**config.mk**
```make
export PLATFORM = sky130hd
export DESIGN_NAME = flash_host
export DESIGN_NICKNAME = d
export VERILOG_FILES = /design/src/common/flash_host_pkg.sv /design/src/verilog/flash_host.sv
export SDC_FILE = /design/constraint.sdc
export NUM_CORES = 1
export LEC_CHECK = 0
export BUFFER_PORTS_ARGS = -buffer_cell sky130_fd_sc_hd__buf_2
export CAP_MARGIN = 20
export CORE_ASPECT_RATIO = 1.4
export CORE_UTILIZATION = 50
export DETAILED_ROUTE_END_ITERATION = 10
export PLACE_DENSITY = 0.74
export SLEW_MARGIN = 40
export SYNTH_ARGS = -nofsm -noshare
export SYNTH_HDL_FRONTEND = slang
export SYNTH_SLANG_ARGS = --single-unit
```
**constraint.sdc**
```tcl
create_clock -name pclk -period 2.45 [get_ports pclk]
set_input_delay 0.1225 -clock pclk [delete_from_list [all_inputs] [get_ports pclk]]
set_output_delay 0.1225 -clock pclk [all_outputs]
set_load 0.005 [all_outputs]
```
**src/common/flash_host_pkg.sv**
```systemverilog
// package for the flash identification/query host controller
// assumes one 250 MHz pclk domain and an apb slave port
package flash_host_pkg;

    // ***************************************************
    // register offsets (byte addresses on apb)
    // ***************************************************
    localparam logic [7:0] OFF_CTRL = 8'h00;
    localparam logic [7:0] OFF_ADDR = 8'h04;
    localparam logic [7:0] OFF_WDATA = 8'h08;
    localparam logic [7:0] OFF_RDATA = 8'h0c;
    localparam logic [7:0] OFF_STATUS = 8'h10;
    localparam logic [7:0] OFF_TIMING = 8'h14;

    // ***************************************************
    // control fields
    // ***************************************************
    localparam int CTRL_GO_BIT = 0;
    localparam int CTRL_WRITE_BIT = 1;
    localparam int CTRL_BYTE_BIT = 2;
    localparam int CTRL_A9_HV_BIT = 3;
    localparam int CTRL_RST_HV_BIT = 4;
    localparam int CTRL_RST_N_BIT = 5;
    localparam logic [5:0] CTRL_RESET = 6'h20;
    localparam logic [7:0] TIMING_RESET = 8'h13;

    // ***************************************************
    // device command codes and addresses
    // ***************************************************
    localparam logic [15:0] CMD_QUERY = 16'h0098;
    localparam logic [15:0] CMD_RESET = 16'h00f0;
    localparam logic [19:0] QUERY_WORD_ADDR = 20'h0_0055;
    localparam logic [20:0] QUERY_BYTE_ADDR = 21'h00_00aa;

    // query table offsets (word mode)
    localparam logic [7:0] QRY_LETTER_Q = 8'h10;
    localparam logic [7:0] QRY_LETTER_R = 8'h11;
    localparam logic [7:0] QRY_LETTER_Y = 8'h12;
    localparam logic [7:0] QRY_PRI_LO = 8'h13;
    localparam logic [7:0] QRY_PRI_HI = 8'h14;
    localparam logic [7:0] QRY_PEXT_LO = 8'h15;
    localparam logic [7:0] QRY_PEXT_HI = 8'h16;
    localparam logic [7:0] QRY_ALT_LO = 8'h17;
    localparam logic [7:0] QRY_ALT_HI = 8'h18;
    localparam logic [7:0] QRY_AEXT_LO = 8'h19;
    localparam logic [7:0] QRY_AEXT_HI = 8'h1a;
    localparam logic [15:0] QRY_Q_VAL = 16'h0051;
    localparam logic [15:0] QRY_R_VAL = 16'h0052;
    localparam logic [15:0] QRY_Y_VAL = 16'h0059;

    // identifier address lines
    localparam int ID_LOW_BIT = 0;
    localparam int ID_MID_BIT = 1;
    localparam int ID_HIGH_BIT = 6;

    typedef enum logic [2:0] {
        ST_IDLE = 3'b000,
        ST_SETUP = 3'b001,
        ST_STROBE = 3'b010,
        ST_HOLD = 3'b011,
        ST_DONE = 3'b100
    } cyc_state_t;

    typedef struct packed {
        logic ce_n;
        logic oe_n;
        logic we_n;
        logic byte_n;
        logic reset_n;
        logic a9_hv;
        logic reset_hv;
    } flash_ctl_t;

endpackage

```
**src/verilog/flash_host.sv**
```systemverilog
// host controller that drives a parallel nor flash for id and query access
// assumes apb master software, flash pins on the far side, one clock
//
// Operation
// - programmer method holds high voltage on the id address line
// - protect method: high voltage on reset pin, normal bus cycles
// - host leaves sector protect sequencing to firmware; it only runs single cycles
// - host drives the addr register onto the address pins unchanged in word mode; byte mode shifts it right, bit 0 to the lsb pin
// - firmware writes reset command to leave query mode
`timescale 1ns/100ps
module flash_host
    import flash_host_pkg::*;
(
    input wire logic pclk,
    input wire logic presetn,
    input wire logic psel,
    input wire logic penable,
    input wire logic pwrite,
    input wire logic [7:0] paddr,
    input wire logic [31:0] pwdata,
    output logic [31:0] prdata,
    output logic pready,
    output logic pslverr,
    output logic [19:0] flash_addr,
    output logic flash_addr_lsb,
    output logic [15:0] flash_dq_out,
    output logic flash_dq_oe,
    input wire logic [15:0] flash_dq_in,
    output flash_ctl_t flash_ctl,
    output logic query_ok
);

    // ***************************************************
    // registers
    // ***************************************************
    logic [5:0] ctrl_r;
    logic [20:0] addr_r;
    logic [15:0] wdata_r;
    logic [15:0] rdata_r;
    logic busy_r;
    logic [7:0] timing_r;
    logic [7:0] cnt_r;
    cyc_state_t state_r;
    cyc_state_t state_nxt;
    logic [15:0] dq_s1_r;
    logic [15:0] dq_s2_r;
    logic [31:0] prdata_r;
    logic qok_r;

    wire bus_wr = psel && penable && pwrite;
    wire bus_rd = psel && !penable && !pwrite;
    wire go = bus_wr && paddr == OFF_CTRL && pwdata[CTRL_GO_BIT] && !busy_r;
    wire byte_mode = ctrl_r[CTRL_BYTE_BIT];
    wire is_write = ctrl_r[CTRL_WRITE_BIT];
    wire cnt_done = cnt_r == 8'h00;

    // word mode: address bits 19:0; byte mode adds the byte-select lsb
    wire [19:0] word_addr = byte_mode ? addr_r[20:1] : addr_r[19:0];
    wire word_lsb = byte_mode ? addr_r[0] : 1'b0;

    // known query letter check on last read, for quick software probing
    wire [7:0] rd_off = byte_mode ? addr_r[8:1] : addr_r[7:0];
    wire qry_hit = (rd_off == QRY_LETTER_Q && rdata_r == QRY_Q_VAL) ||
        (rd_off == QRY_LETTER_R && rdata_r == QRY_R_VAL) ||
        (rd_off == QRY_LETTER_Y && rdata_r == QRY_Y_VAL);

    // ***************************************************
    // apb register file
    // ***************************************************
    logic [31:0] rd_mux;
    always_comb begin
        if (paddr == OFF_CTRL) begin
            rd_mux = {26'h000_0000, ctrl_r};
        end else if (paddr == OFF_ADDR) begin
            rd_mux = {11'h000, addr_r};
        end else if (paddr == OFF_WDATA) begin
            rd_mux = {16'h0000, wdata_r};
        end else if (paddr == OFF_RDATA) begin
            rd_mux = {16'h0000, rdata_r};
        end else if (paddr == OFF_STATUS) begin
            rd_mux = {30'h0000_0000, qok_r, busy_r};
        end else if (paddr == OFF_TIMING) begin
            rd_mux = {24'h00_0000, timing_r};
        end else begin
            rd_mux = 32'h0000_0000;
        end
    end

    always_ff @(posedge pclk or negedge presetn) begin
        if (!presetn) begin
            ctrl_r <= CTRL_RESET;
            addr_r <= 21'h00_0000;
            wdata_r <= 16'h0000;
            timing_r <= TIMING_RESET;
            prdata_r <= 32'h0000_0000;
        end else begin
            if (bus_rd) begin
                prdata_r <= rd_mux;
            end
            if (bus_wr && paddr == OFF_CTRL) begin
                // high voltage bits stay software-owned: sequencing of
                // protect algorithms is left to firmware
                ctrl_r <= {pwdata[5:1], 1'b0};
            end else if (bus_wr && paddr == OFF_ADDR && !busy_r) begin
                addr_r <= pwdata[20:0];
            end else if (bus_wr && paddr == OFF_WDATA && !busy_r) begin
                wdata_r <= pwdata[15:0];
            end else if (bus_wr && paddr == OFF_TIMING) begin
                timing_r <= pwdata[7:0];
            end
        end
    end

    assign prdata = prdata_r;
    assign pready = 1'b1;
    assign pslverr = 1'b0;

    // ***************************************************
    // flash cycle sequencer
    // ***************************************************
    always_comb begin
        state_nxt = state_r;
        case (state_r)
            ST_IDLE: begin
                if (go) begin
                    state_nxt = ST_SETUP;
                end
            end
            ST_SETUP: begin
                if (cnt_done) begin
                    state_nxt = ST_STROBE;
                end
            end
            ST_STROBE: begin
                if (cnt_done) begin
                    state_nxt = ST_HOLD;
                end
            end
            ST_HOLD: begin
                if (cnt_done) begin
                    state_nxt = ST_DONE;
                end
            end
            default: begin
                state_nxt = ST_IDLE;
            end
        endcase
    end

    always_ff @(posedge pclk or negedge presetn) begin
        if (!presetn) begin
            state_r <= ST_IDLE;
            cnt_r <= 8'h00;
            busy_r <= 1'b0;
        end else begin
            state_r <= state_nxt;
            busy_r <= state_nxt != ST_IDLE;
            if (state_nxt != state_r) begin
                cnt_r <= state_nxt == ST_STROBE ? timing_r : 8'h01;
            end else if (!cnt_done) begin
                cnt_r <= cnt_r - 8'h01;
            end
        end
    end

    // pin input crosses from the flash: two flops before use
    always_ff @(posedge pclk or negedge presetn) begin
        if (!presetn) begin
            dq_s1_r <= 16'h0000;
            dq_s2_r <= 16'h0000;
            rdata_r <= 16'h0000;
            qok_r <= 1'b0;
        end else begin
            dq_s1_r <= flash_dq_in;
            dq_s2_r <= dq_s1_r;
            // sample at end of strobe; timing_r must cover access time
            if (state_r == ST_STROBE && cnt_done && !is_write) begin
                rdata_r <= byte_mode ? {8'h00, dq_s2_r[7:0]} : dq_s2_r;
            end
            if (state_r == ST_DONE) begin
                qok_r <= qry_hit;
            end
        end
    end
    assign query_ok = qok_r;

    // ***************************************************
    // pins
    // ***************************************************
    logic [19:0] fa_r;
    logic fl_r;
    logic [15:0] dqo_r;
    logic dqoe_r;
    flash_ctl_t ctl_r;
    wire strobe = state_r == ST_STROBE;
    wire active = state_r != ST_IDLE && state_r != ST_DONE;

    always_ff @(posedge pclk or negedge presetn) begin
        if (!presetn) begin
            fa_r <= 20'h0_0000;
            fl_r <= 1'b0;
            dqo_r <= 16'h0000;
            dqoe_r <= 1'b0;
            ctl_r <= '{1'b1, 1'b1, 1'b1, 1'b1, 1'b0, 1'b0, 1'b0};
        end else begin
            fa_r <= word_addr;
            fl_r <= word_lsb;
            dqo_r <= wdata_r;
            dqoe_r <= active && is_write;
            ctl_r.ce_n <= !active;
            ctl_r.oe_n <= !(strobe && !is_write);
            ctl_r.we_n <= !(strobe && is_write);
            ctl_r.byte_n <= !byte_mode;
            ctl_r.reset_n <= ctrl_r[CTRL_RST_N_BIT];
            ctl_r.a9_hv <= ctrl_r[CTRL_A9_HV_BIT];
            ctl_r.reset_hv <= ctrl_r[CTRL_RST_HV_BIT];
        end
    end
    assign flash_addr = fa_r;
    assign flash_addr_lsb = fl_r;
    assign flash_dq_out = dqo_r;
    assign flash_dq_oe = dqoe_r;
    assign flash_ctl = ctl_r;

    // ***************************************************
    // checks
    // ***************************************************
    a_no_oe_we_both: assert property (@(posedge pclk) disable iff (!presetn)
        !(!flash_ctl.oe_n && !flash_ctl.we_n)) else $error("oe and we low");
    a_dq_drive_write: assert property (@(posedge pclk) disable iff (!presetn)
        !flash_ctl.we_n |-> flash_dq_oe) else $error("write without drive");
    a_hv_follows_ctrl: assert property (@(posedge pclk) disable iff (!presetn)
        1 |=> flash_ctl.reset_hv == $past(ctrl_r[CTRL_RST_HV_BIT]))
        else $error("reset hv lag");
    a_a9hv_follows: assert property (@(posedge pclk) disable iff (!presetn)
        1 |=> flash_ctl.a9_hv == $past(ctrl_r[CTRL_A9_HV_BIT]))
        else $error("a9 hv lag");
    a_busy_on_go: assert property (@(posedge pclk) disable iff (!presetn)
        go |=> busy_r) else $error("go not taken");
    a_done_idle: assert property (@(posedge pclk) disable iff (!presetn)
        state_r == ST_DONE |=> state_r == ST_IDLE) else $error("stuck done");
    a_ce_in_strobe: assert property (@(posedge pclk) disable iff (!presetn)
        !flash_ctl.oe_n |-> !flash_ctl.ce_n) else $error("oe without ce");
    a_byte_addr: assert property (@(posedge pclk) disable iff (!presetn)
        byte_mode |-> word_addr == addr_r[20:1]) else $error("byte map");

endmodule // flash_host

```
==> results.json, run 1 <==
{
  "status": "completed",
  "worstPathRequired_ns": 2.79,
  "grt_pass1_vias": 5033,
  "antenna_found_initial": 0,
  "synth_top_flop_cell": "dfrtp_1",
  "fmax_mhz": 448,
  "wirelength_um": 16300,
  "worst_setup_path_end_kind": "flip-flop",
  "clock-root-buffer": "clkbuf_16",
  "finalSetupTns_ns": 0,
  "portBuffers": 116,
  "use_met1_pct": 29.6,
  "synth-edff-count": 0,
  "setup_violations": 0,
  "top_usage_layer": "met2",
  "utilization_pct": 64.4,
  "diodes": 0,
  "slew_headroom_pct": 53.8,
  "ys_seq_area_share_pct": 64.2,
  "p_leak_nw": 4.41,
  "dr.pass1.iters": 5,
  "critPathLaunchType": "flip-flop",
  "avgSynthCellArea_um2": 13.1,
  "drc": 0,
  "reg2reg_to": "state_r[0]",
  "cp_max_fo": 12,
  "layout_setup_ws_ns": 0.218,
  "clk_pin_slew_ns": 0.07,
  "cts.path.max_buffers": 2,
  "die_area_um2": 14300,
  "nFillCells": 992,
  "h-tree-depth": 4,
  "ys_top_cells_by_count": "169 x dfrtp_1, 75 x mux2_2, 50 x nand2_1",
  "power.density_nw_per_um2": 667,
  "max_cap_viol_count": 0,
  "synth_compound_gate_area_share_pct": 8.31,
  "yosys.area_share.simple_pct": 9.94,
  "rsz0062_at_grt": "no",
  "via_count": 4783,
  "synthTopCellsByArea": "dfrtp_1 61%, mux2_2 12%, dfstp_2 3.0%, nand2_1 2.7%, nor2_1 1.7%",
  "fin_nets": 756,
  "gr-total-overflow": 0,
  "grt_first_pass_wirelength_um": 26000,
  "place_area_um2": 7740,
  "cts_made_buffers": 17,
  "power_switching_mw": 1.33,
  "hpwl_um": 11200,
  "swShare_pct": 23.0,
  "hold-path-cell-count": 2,
  "synthAdderAreaFrac_pct": 0.181,
  "ys_seq_elements": 177,
  "synth_top_family_by_area": "multiplexers",
  "syn_area_um2": 6910,
  "power_frac_clock_pct": 43.8,
  "period_share_pct": 91.1,
  "netlist_instances": 526,
  "crit_path_end": "state_r[0]",
  "r2r-start": "cnt_r[0]",
  "worstMarginPinSlew_ns": 0.688,
  "ys_types": 52,
  "hold_viol": 0,
  "die_w_um": 101,
  "finalClockSkew_ns": 0.00982,
  "yosysMostFrequentCell": "dfrtp_1",
  "async_flop_share_pct": 100,
  "clkLatencyLatePin_ns": 0.43,
  "drt-initial-drc-count": 298,
  "crit_type": "reg -> reg",
  "synth_mux_area_share_pct": 14.0,
  "gp_congestion": 0.839,
  "ff2ff_path_depth": 8,
  "worstHoldPathType": "in -> reg",
  "via_per_inst": 5.38,
  "start_util_pct": 51.4,
  "dp_slack_ns": 0.243,
  "place_inst": 821,
  "r2r_slack_ns": 0.22,
  "cts_tree": "yes",
  "fp-row-count": 50,
  "io_pins": 141,
  "drive_gt1_share_pct": 37.1,
  "fin_crit_ns": 2.23,
  "core_um2": 13500,
  "grt.total_usage_pct": 24.6,
  "maxSlewViolCount": 0,
  "antenna_left": 0,
  "grt_use_met3_pct": 4.91,
  "cell_internal_pwr_mw": 4.45,
  "final_area_um2": 8660,
  "syn_to_final_growth_pct": 25.3,
  "ir_worst_vdd_mv": 0.417,
  "cts.sinks": 177,
  "layout.cells.non_filler": 889,
  "synth_top_area_share_pct": 61.2,
  "arrival_ns": 2.57,
  "grt_use_met2_pct": 42.2,
  "worstSetupStartpoint": "cnt_r[0]",
  "die_h_um": 141,
  "seqPwrFrac_pct": 51.6,
  "grt_max_degree": 98,
  "synth-xor-area-share_pct": 0.127,
  "wl_per_cell_um": 18.3,
  "yosysTopAreaCell": "dfrtp_1",
  "ys_warn_count": 0,
  "combinationalPowerShare_pct": 4.6
}
==> worst max-delay path, stage by stage (launching register included) <==
cell	delay, ns
dfrtp_1	0.40
inv_1	0.11
ha_1	0.22
or3b_4	0.44
nor4b_4	0.30
buf_4	0.22
nand2_1	0.06
mux2_2	0.26
a21oi_1	0.15
==> worst min path at each step <==
stage,from,end,slack (ns)
2_1_floorplan,presetn,addr_r[0],-0.17
6_report,pwdata[1],wdata_r[1],0.02
5_1_grt,pwdata[1],wdata_r[1],0.004
4_1_cts,pwdata[1],wdata_r[1],0.003
3_3_place_gp,presetn,flash_dq_out[3],-0.004
3_5_place_dp,presetn,flash_dq_out[3],-0.0006
==> metal layers <==
| layer | share of wire [%] | wire (um) |
|---|---|---|
| met1 | 40 | 6450 |
| met5 | 0 | 0 |
| met2 | 53 | 8640 |
| met3 | 4.9 | 804 |
| met4 | 2.3 | 373 |
==> layout make-up <==
type	count	area, um^2	share of cell area (%)
Clock buffer	20	457	5.28
Multi-Input combinational cell	318	2300	26.5
Clock inverter	12	100	1.16
Inverter	9	33.8	0.390
Tap cell	182	228	2.63
Timing Repair Buffer	171	1100	12.7
Sequential cell	177	4440	51.3
==> through the flow <==
stage	hold slack, ns	total power [mW]
6_report	0.0160	5.77
5_1_grt	0.00355	5.96
4_1_cts	0.00333	5.82
3_5_place_dp	-0.000564	3.25
3_3_place_gp	-0.00417	3.25
2_1_floorplan	-0.173	3.12
==> registers in the layout, summed over array words and instances (netlist names), 3 cells and up <==
signal,cells
rdata_r,16
state_r,3
wdata_r,16
timing_r,8
dq_s2_r,16
cnt_r,8
addr_r,21
ctrl_r,5
dq_s1_r,16
prdata,21
flash_addr,20
flash_ctl,7
flash_dq_out,16
==> power groups by stage <==
stage	registers, mW	clock network, mW	logic [mW]
after floorplan	3.03	0	0.0899
after global placement	3.03	0	0.213
after detailed placement	3.03	0	0.220
after CTS	2.98	2.57	0.266
after global routing	2.98	2.69	0.295
final	2.98	2.53	0.266
==> cell usage in the layout (no fill, tap or decap), types with 10 or more instances in the layout <==
cell           count
nand2_1           50
nor2_1            31
dfrtp_1          169
buf_4             18
mux2_2            75
nor3_1            13
conb_1            13
buf_2            115
o22ai_1           10
clkbuf_16         17
dlygate4sd3_1     36
o21ai_0           10
a21oi_1           13
==> kinds of logic (layout without fill, tap and decap cells) <==
| logic type | after synthesis | after routing |
|---|---|---|
| xor+xnor | 1 | 1 |
| buf+inv | 42 | 212 |
| mux | 85 | 85 |
| fa+ha+maj | 1 | 1 |
| simple gates | 136 | 136 |
| compound gates | 82 | 82 |
| flops | 177 | 177 |
| other cells | 2 | 13 |
==> what timing repair did <==
action | CTS | global route
setup buffers | 0 | 0
hold buffers | 36 | 0
endpoints found under the hold margin | 227 | 0
gates resized for setup | 0 | 0
Note: power is estimated with default switching activity, not from simulation.
==> run 2, diff against run 1 <==
CORE_MARGIN = 3   (was not set)
==> run 2 against run 1 <==
Against the previous run: flip-flop and latch count stayed put; wire length is 0.47% higher; fmax is 0.40% lower; die area is 6.9% higher; register-to-register slack hardly changed; core utilization hardly changed; largest power group unchanged; sequential share of layout area hardly changed; sequential power hardly changed; clock power is 4% higher; clock skew is 0.0030 ns lower.
==> results.json, run 2 (synthesis gave the netlist of run 1 again) <==
{
  "antenna_left": 0,
  "rsz0062_at_grt": "no",
  "place_inst": 819,
  "worst_setup_path_end_kind": "flip-flop",
  "antenna_found_initial": 0,
  "wirelength_um": 16300,
  "clkLatencyLatePin_ns": 0.42,
  "hold-path-cell-count": 2,
  "hpwl_um": 11200,
  "cp_cell_sequence": "inv_1 > ha_1 > or3b_4 > nor4b_4 > nand3b_2 > buf_4 > mux2_4",
  "portBuffers": 116,
  "critPathLaunchType": "flip-flop",
  "via_per_inst": 5.44,
  "gp_congestion": 0.848,
  "period_share_pct": 91.5,
  "r2r_slack_ns": 0.21,
  "fmax_mhz": 446,
  "gr-total-overflow": 0,
  "drt-initial-drc-count": 274,
  "setup_violations": 0,
  "diodes": 0,
  "io_pins": 141,
  "grt_first_pass_wirelength_um": 26900,
  "worst_path_largest_cell_delay_ns": 0.43,
  "die_area_um2": 15300,
  "postCtsSetupBuffers": 0,
  "r2r-start": "cnt_r[0]",
  "worstHoldPathType": "in -> reg",
  "combinationalPowerShare_pct": 4.5,
  "p_leak_nw": 4.39,
  "core_um2": 13500,
  "cpLargestDelayFamily": "simple AND/OR/NAND/NOR gates",
  "swShare_pct": 21.9,
  "cp_max_fo": 24,
  "finalClockSkew_ns": 0.00681,
  "syn_to_final_growth_pct": 25.3,
  "arrival_ns": 2.55,
  "fin_nets": 754,
  "nFillCells": 982,
  "crit_path_top_delay_cell": "or3b_4",
  "max_cap_viol_count": 0,
  "status": "completed",
  "worstMarginPinSlew_ns": 0.659,
  "ir_worst_vdd_mv": 0.463,
  "clk_pin_slew_ns": 0.07,
  "start_util_pct": 51.4,
  "ff2ff_path_depth": 7,
  "layout_commonest_cell": "dfrtp_1",
  "min_to": "addr_r[1]",
  "grt_max_degree": 67,
  "cts.sinks": 177,
  "power_frac_clock_pct": 44.8,
  "reg2reg_to": "rdata_r[6]",
  "maxSlewViolCount": 0,
  "power.density_nw_per_um2": 679,
  "drc": 0,
  "dr.pass1.iters": 4,
  "cell_internal_pwr_mw": 4.59,
  "drive_gt1_share_pct": 36.9,
  "cts_tree": "yes",
  "layout.cells.non_filler": 886,
  "fin_crit_ns": 2.24,
  "hold_viol": 0,
  "via_count": 4816,
  "power_switching_mw": 1.29,
  "clock-root-buffer": "clkbuf_16",
  "wl_per_cell_um": 18.4,
  "fp-row-count": 50,
  "crit_type": "reg -> reg",
  "grt_pass1_vias": 5188,
  "hp-start": "pwdata[1]",
  "crit_buf_inv": 2,
  "cts.path.max_buffers": 2,
  "final_cell_mix": "169 x dfrtp_1, 115 x buf_2, 75 x mux2_2, 50 x nand2_1, 36 x dlygate4sd3_1",
  "seqPwrFrac_pct": 50.7,
  "h-tree-depth": 4,
  "grt.total_usage_pct": 22.5,
  "finalSetupTns_ns": 0,
  "die_h_um": 145,
  "die_w_um": 105,
  "cts_made_buffers": 17,
  "worstPathRequired_ns": 2.75,
  "slew_headroom_pct": 55.8
}
[run 2: per-stage QoR]
stage | util, % | setup WS, ns | cell area [um^2] | hold slack [ns] | power, mW
6_report | 64.4 | 0.209 | 8660 | 0.0304 | 5.88
3_3_place_gp | 57.4 | 0.277 | 7720 | 0.146 | 3.25
2_1_floorplan | - | 0.319 | 6950 | -0.173 | 3.12
5_1_grt | 64.4 | 0.0920 | 8660 | 0.0219 | 6.09
3_5_place_dp | 57.4 | 0.232 | 7720 | 0.151 | 3.25
4_1_cts | 64.3 | 0.214 | 8650 | 0.00366 | 5.92
[run 2: layout make-up]
type	instances	area (um^2)	area share, %
clock buffer	18	439	5.07
clock inverter	13	139	1.60
inverter	9	33.8	0.390
multi-input combinational	318	2300	26.5
sequential	177	4440	51.2
tap	182	228	2.63
timing repair buffer	169	1090	12.6
[run 2: how the worst max path moves through the flow]
stage / from / end / slack, ns / depth (start not counted)
final: cnt_r[0] / rdata_r[6] / 0.21 / 7
after global routing: cnt_r[0] / state_r[0] / 0.09 / 8
after CTS: cnt_r[0] / rdata_r[4] / 0.21 / 7
after detailed placement: cnt_r[0] / rdata_r[4] / 0.23 / 7
after global placement: cnt_r[0] / rdata_r[5] / 0.28 / 7
after floorplan: cnt_r[0] / rdata_r[4] / 0.32 / 7
[run 2: timing repair]
item                                   in CTS  in global routing
resized for setup                           0                  0
endpoints found under the hold margin     111                  1
hold buffers                               35                  1
[run 2: power by group through the flow]
stage	logic, mW	clock network, mW	registers, mW
6_report	0.262	2.63	2.98
5_1_grt	0.293	2.82	2.98
2_1_floorplan	0.0899	0	3.03
4_1_cts	0.264	2.67	2.98
3_3_place_gp	0.210	0	3.04
3_5_place_dp	0.217	0	3.04
[run 2: worst reg2reg max path, stage by stage (launching register included)]
cell      delay [ns]
dfrtp_1         0.39
inv_1           0.10
ha_1            0.21
or3b_4          0.43
nor4b_4         0.32
nand3b_2        0.10
buf_4           0.23
mux2_4          0.33
[run 2: metal layers]
layer | GRT usage [%] | part of all wire, % | wire [um] | vias up
met2 | 38.1 | 52 | 8540 | 177
li1 | - | - | - | 2180
met3 | 4.98 | 5.4 | 889 | 46
met1 | 27.3 | 39 | 6350 | 2413
met4 | 10.2 | 3.4 | 561 | 0
met5 | 0 | 0 | 0 | -
==> run 3, diff against run 2 <==
GPL_TIMING_DRIVEN = 0   (was not set)
==> run 3 against run 2 <==
Against the previous run: clock power up 10%; global-route usage is 0.18 points higher; final area grew 1.9%; clock-buffer cell count rose by 3; critical endpoint is now flash_addr[2]; setup slack worse by 0.064 ns; combinational power is 8.0% higher; first-iteration DRC count down 7.3%; non-clock buffer count is 17 higher; sequential power about the same; wire length increased by 0.80%; sequential share of layout area shrank 0.97 points; power increased by 4.8%; critical path type unchanged.
==> results.json, run 3 (synthesis gave the netlist of run 1 again) <==
{
  "drive_gt1_share_pct": 36.1,
  "clkLatencyLatePin_ns": 0.43,
  "antenna_found_initial": 0,
  "layout_commonest_cell": "dfrtp_1",
  "multiInputGateArea_um2": 2310,
  "cts_made_buffers": 17,
  "cts.path.max_buffers": 2,
  "gr-total-overflow": 0,
  "grt_pass1_vias": 5308,
  "ir_worst_vdd_mv": 0.411,
  "dr.pass1.iters": 6,
  "core_um2": 13500,
  "die_w_um": 105,
  "regArea_um2": 4440,
  "via_count": 4940,
  "clk_pin_slew_ns": 0.06,
  "grt_max_degree": 79,
  "layout.cells.non_filler": 904,
  "via_per_inst": 5.46,
  "max_cap_viol_count": 0,
  "clock-root-buffer": "clkbuf_16",
  "start_util_pct": 51.4,
  "portBuffers": 115,
  "grt.total_usage_pct": 22.7,
  "fin_nets": 771,
  "setup_violations": 0,
  "worstMarginPinSlew_ns": 0.813,
  "fp-row-count": 50,
  "syn_to_final_growth_pct": 27.8,
  "gp_congestion": 0.892,
  "worstHoldPathType": "in -> reg",
  "grt_first_pass_wirelength_um": 27000,
  "diodes": 0,
  "cp_max_fo": 10,
  "final_cell_mix": "169 x dfrtp_1, 116 x buf_2, 75 x mux2_2, 50 x nand2_1, 35 x dlygate4sd3_1",
  "die_area_um2": 15300,
  "worstPathRequired_ns": 2.75,
  "antenna_left": 0,
  "die_h_um": 145,
  "io_pins": 141,
  "maxSlewViolCount": 0,
  "cts.sinks": 177,
  "nFillCells": 960,
  "hold_viol": 0,
  "status": "completed",
  "crit_type": "reg -> reg",
  "cts_tree": "yes",
  "h-tree-depth": 4,
  "drc": 0,
  "drt-initial-drc-count": 254,
  "finalClockSkew_ns": 0.00603,
  "worst_setup_path_end_kind": "flip-flop",
  "p_leak_nw": 4.52,
  "wl_per_cell_um": 18.2,
  "place_inst": 836,
  "power.density_nw_per_um2": 698,
  "arrival_ns": 2.61,
  "finalSetupTns_ns": 0,
  "period_share_pct": 94.1,
  "critPathLaunchType": "flip-flop",
  "wirelength_um": 16500,
  "fin_total_pwr_mw": 6.16,
  "slew_headroom_pct": 45.4,
  "utilization_pct": 65.6,
  "fin_crit_ns": 2.31,
  "fmax_mhz": 434,
  "hpwl_um": 11400,
  "rsz0062_at_grt": "no"
}
## run 3: worst max-delay path, stage by stage, from the launching register on
cell and delay (ns):
dfrtp_1 0.32, clkbuf_1 0.31, buf_1 0.55, clkbuf_1 0.57, mux2_2 0.43
## run 3: power by group
group	leakage (nW)	switching, mW	total [mW]	internal (mW)
clock	0.308	1.13	2.90	1.77
combinational	1.89	0.157	0.283	0.126
sequential	2.32	0.0169	2.98	2.96
## run 3: cell type report
class | instances | area share [%]
clock inverter | 11 | 2.00
clock buffer | 21 | 5.22
multi-input combinational | 318 | 26.2
inverter | 9 | 0.383
timing repair buffer | 153 | 11.3
tap | 182 | 2.58
sequential | 177 | 50.3
buffer | 33 | 2.07
## run 3: stage by stage
step / instance area (um^2) / setup slack [ns] / hold slack [ns]
finish: 8830 / 0.145 / 0.0204
global route: 8830 / 0.0449 / 0.00198
CTS: 8820 / 0.00942 / 0.000336
detailed placement: 7830 / -0.0235 / 0.0131
global placement: 7750 / -1.25 / 0.230
floorplan: 6950 / 0.319 / -0.173
## run 3: routing by layer
layer | part of all wire (%) | vias to the layer above | GRT usage [%] | routed length (um)
met5 | 0 | - | 0 | 0
met4 | 5.0 | 0 | 13.5 | 827
met3 | 5.8 | 64 | 5.16 | 959
met2 | 51 | 224 | 37.3 | 8390
met1 | 38 | 2438 | 27.1 | 6300
li1 | - | 2214 | - | -
## run 3: worst paths after layout
path                                  start            end  slack [ns]  cells after the start
worst min-delay path              pwdata[1]      addr_r[1]        0.02                      2
min in group asynchronous           presetn      ctrl_r[3]        0.16                      2
worst max register to register    ctrl_r[2]  flash_addr[2]        0.14                      4
max in group asynchronous           presetn   flash_ctl[6]        1.63                      3
worst min register to register  dq_s1_r[15]    dq_s2_r[15]        0.35                      0
worst max-delay path              ctrl_r[2]  flash_addr[2]        0.14                      4
## run 3: timing repair
| item | 4_1_cts | 5_1_grt |
|---|---|---|
| setup endpoints to repair | 12 | 13 |
| pin swaps | 0 | 1 |
| resized for setup | 1 | 0 |
| buffers inserted | 0 | 1 |
| hold endpoints to repair | 224 | 0 |
| hold buffers | 35 | 0 |
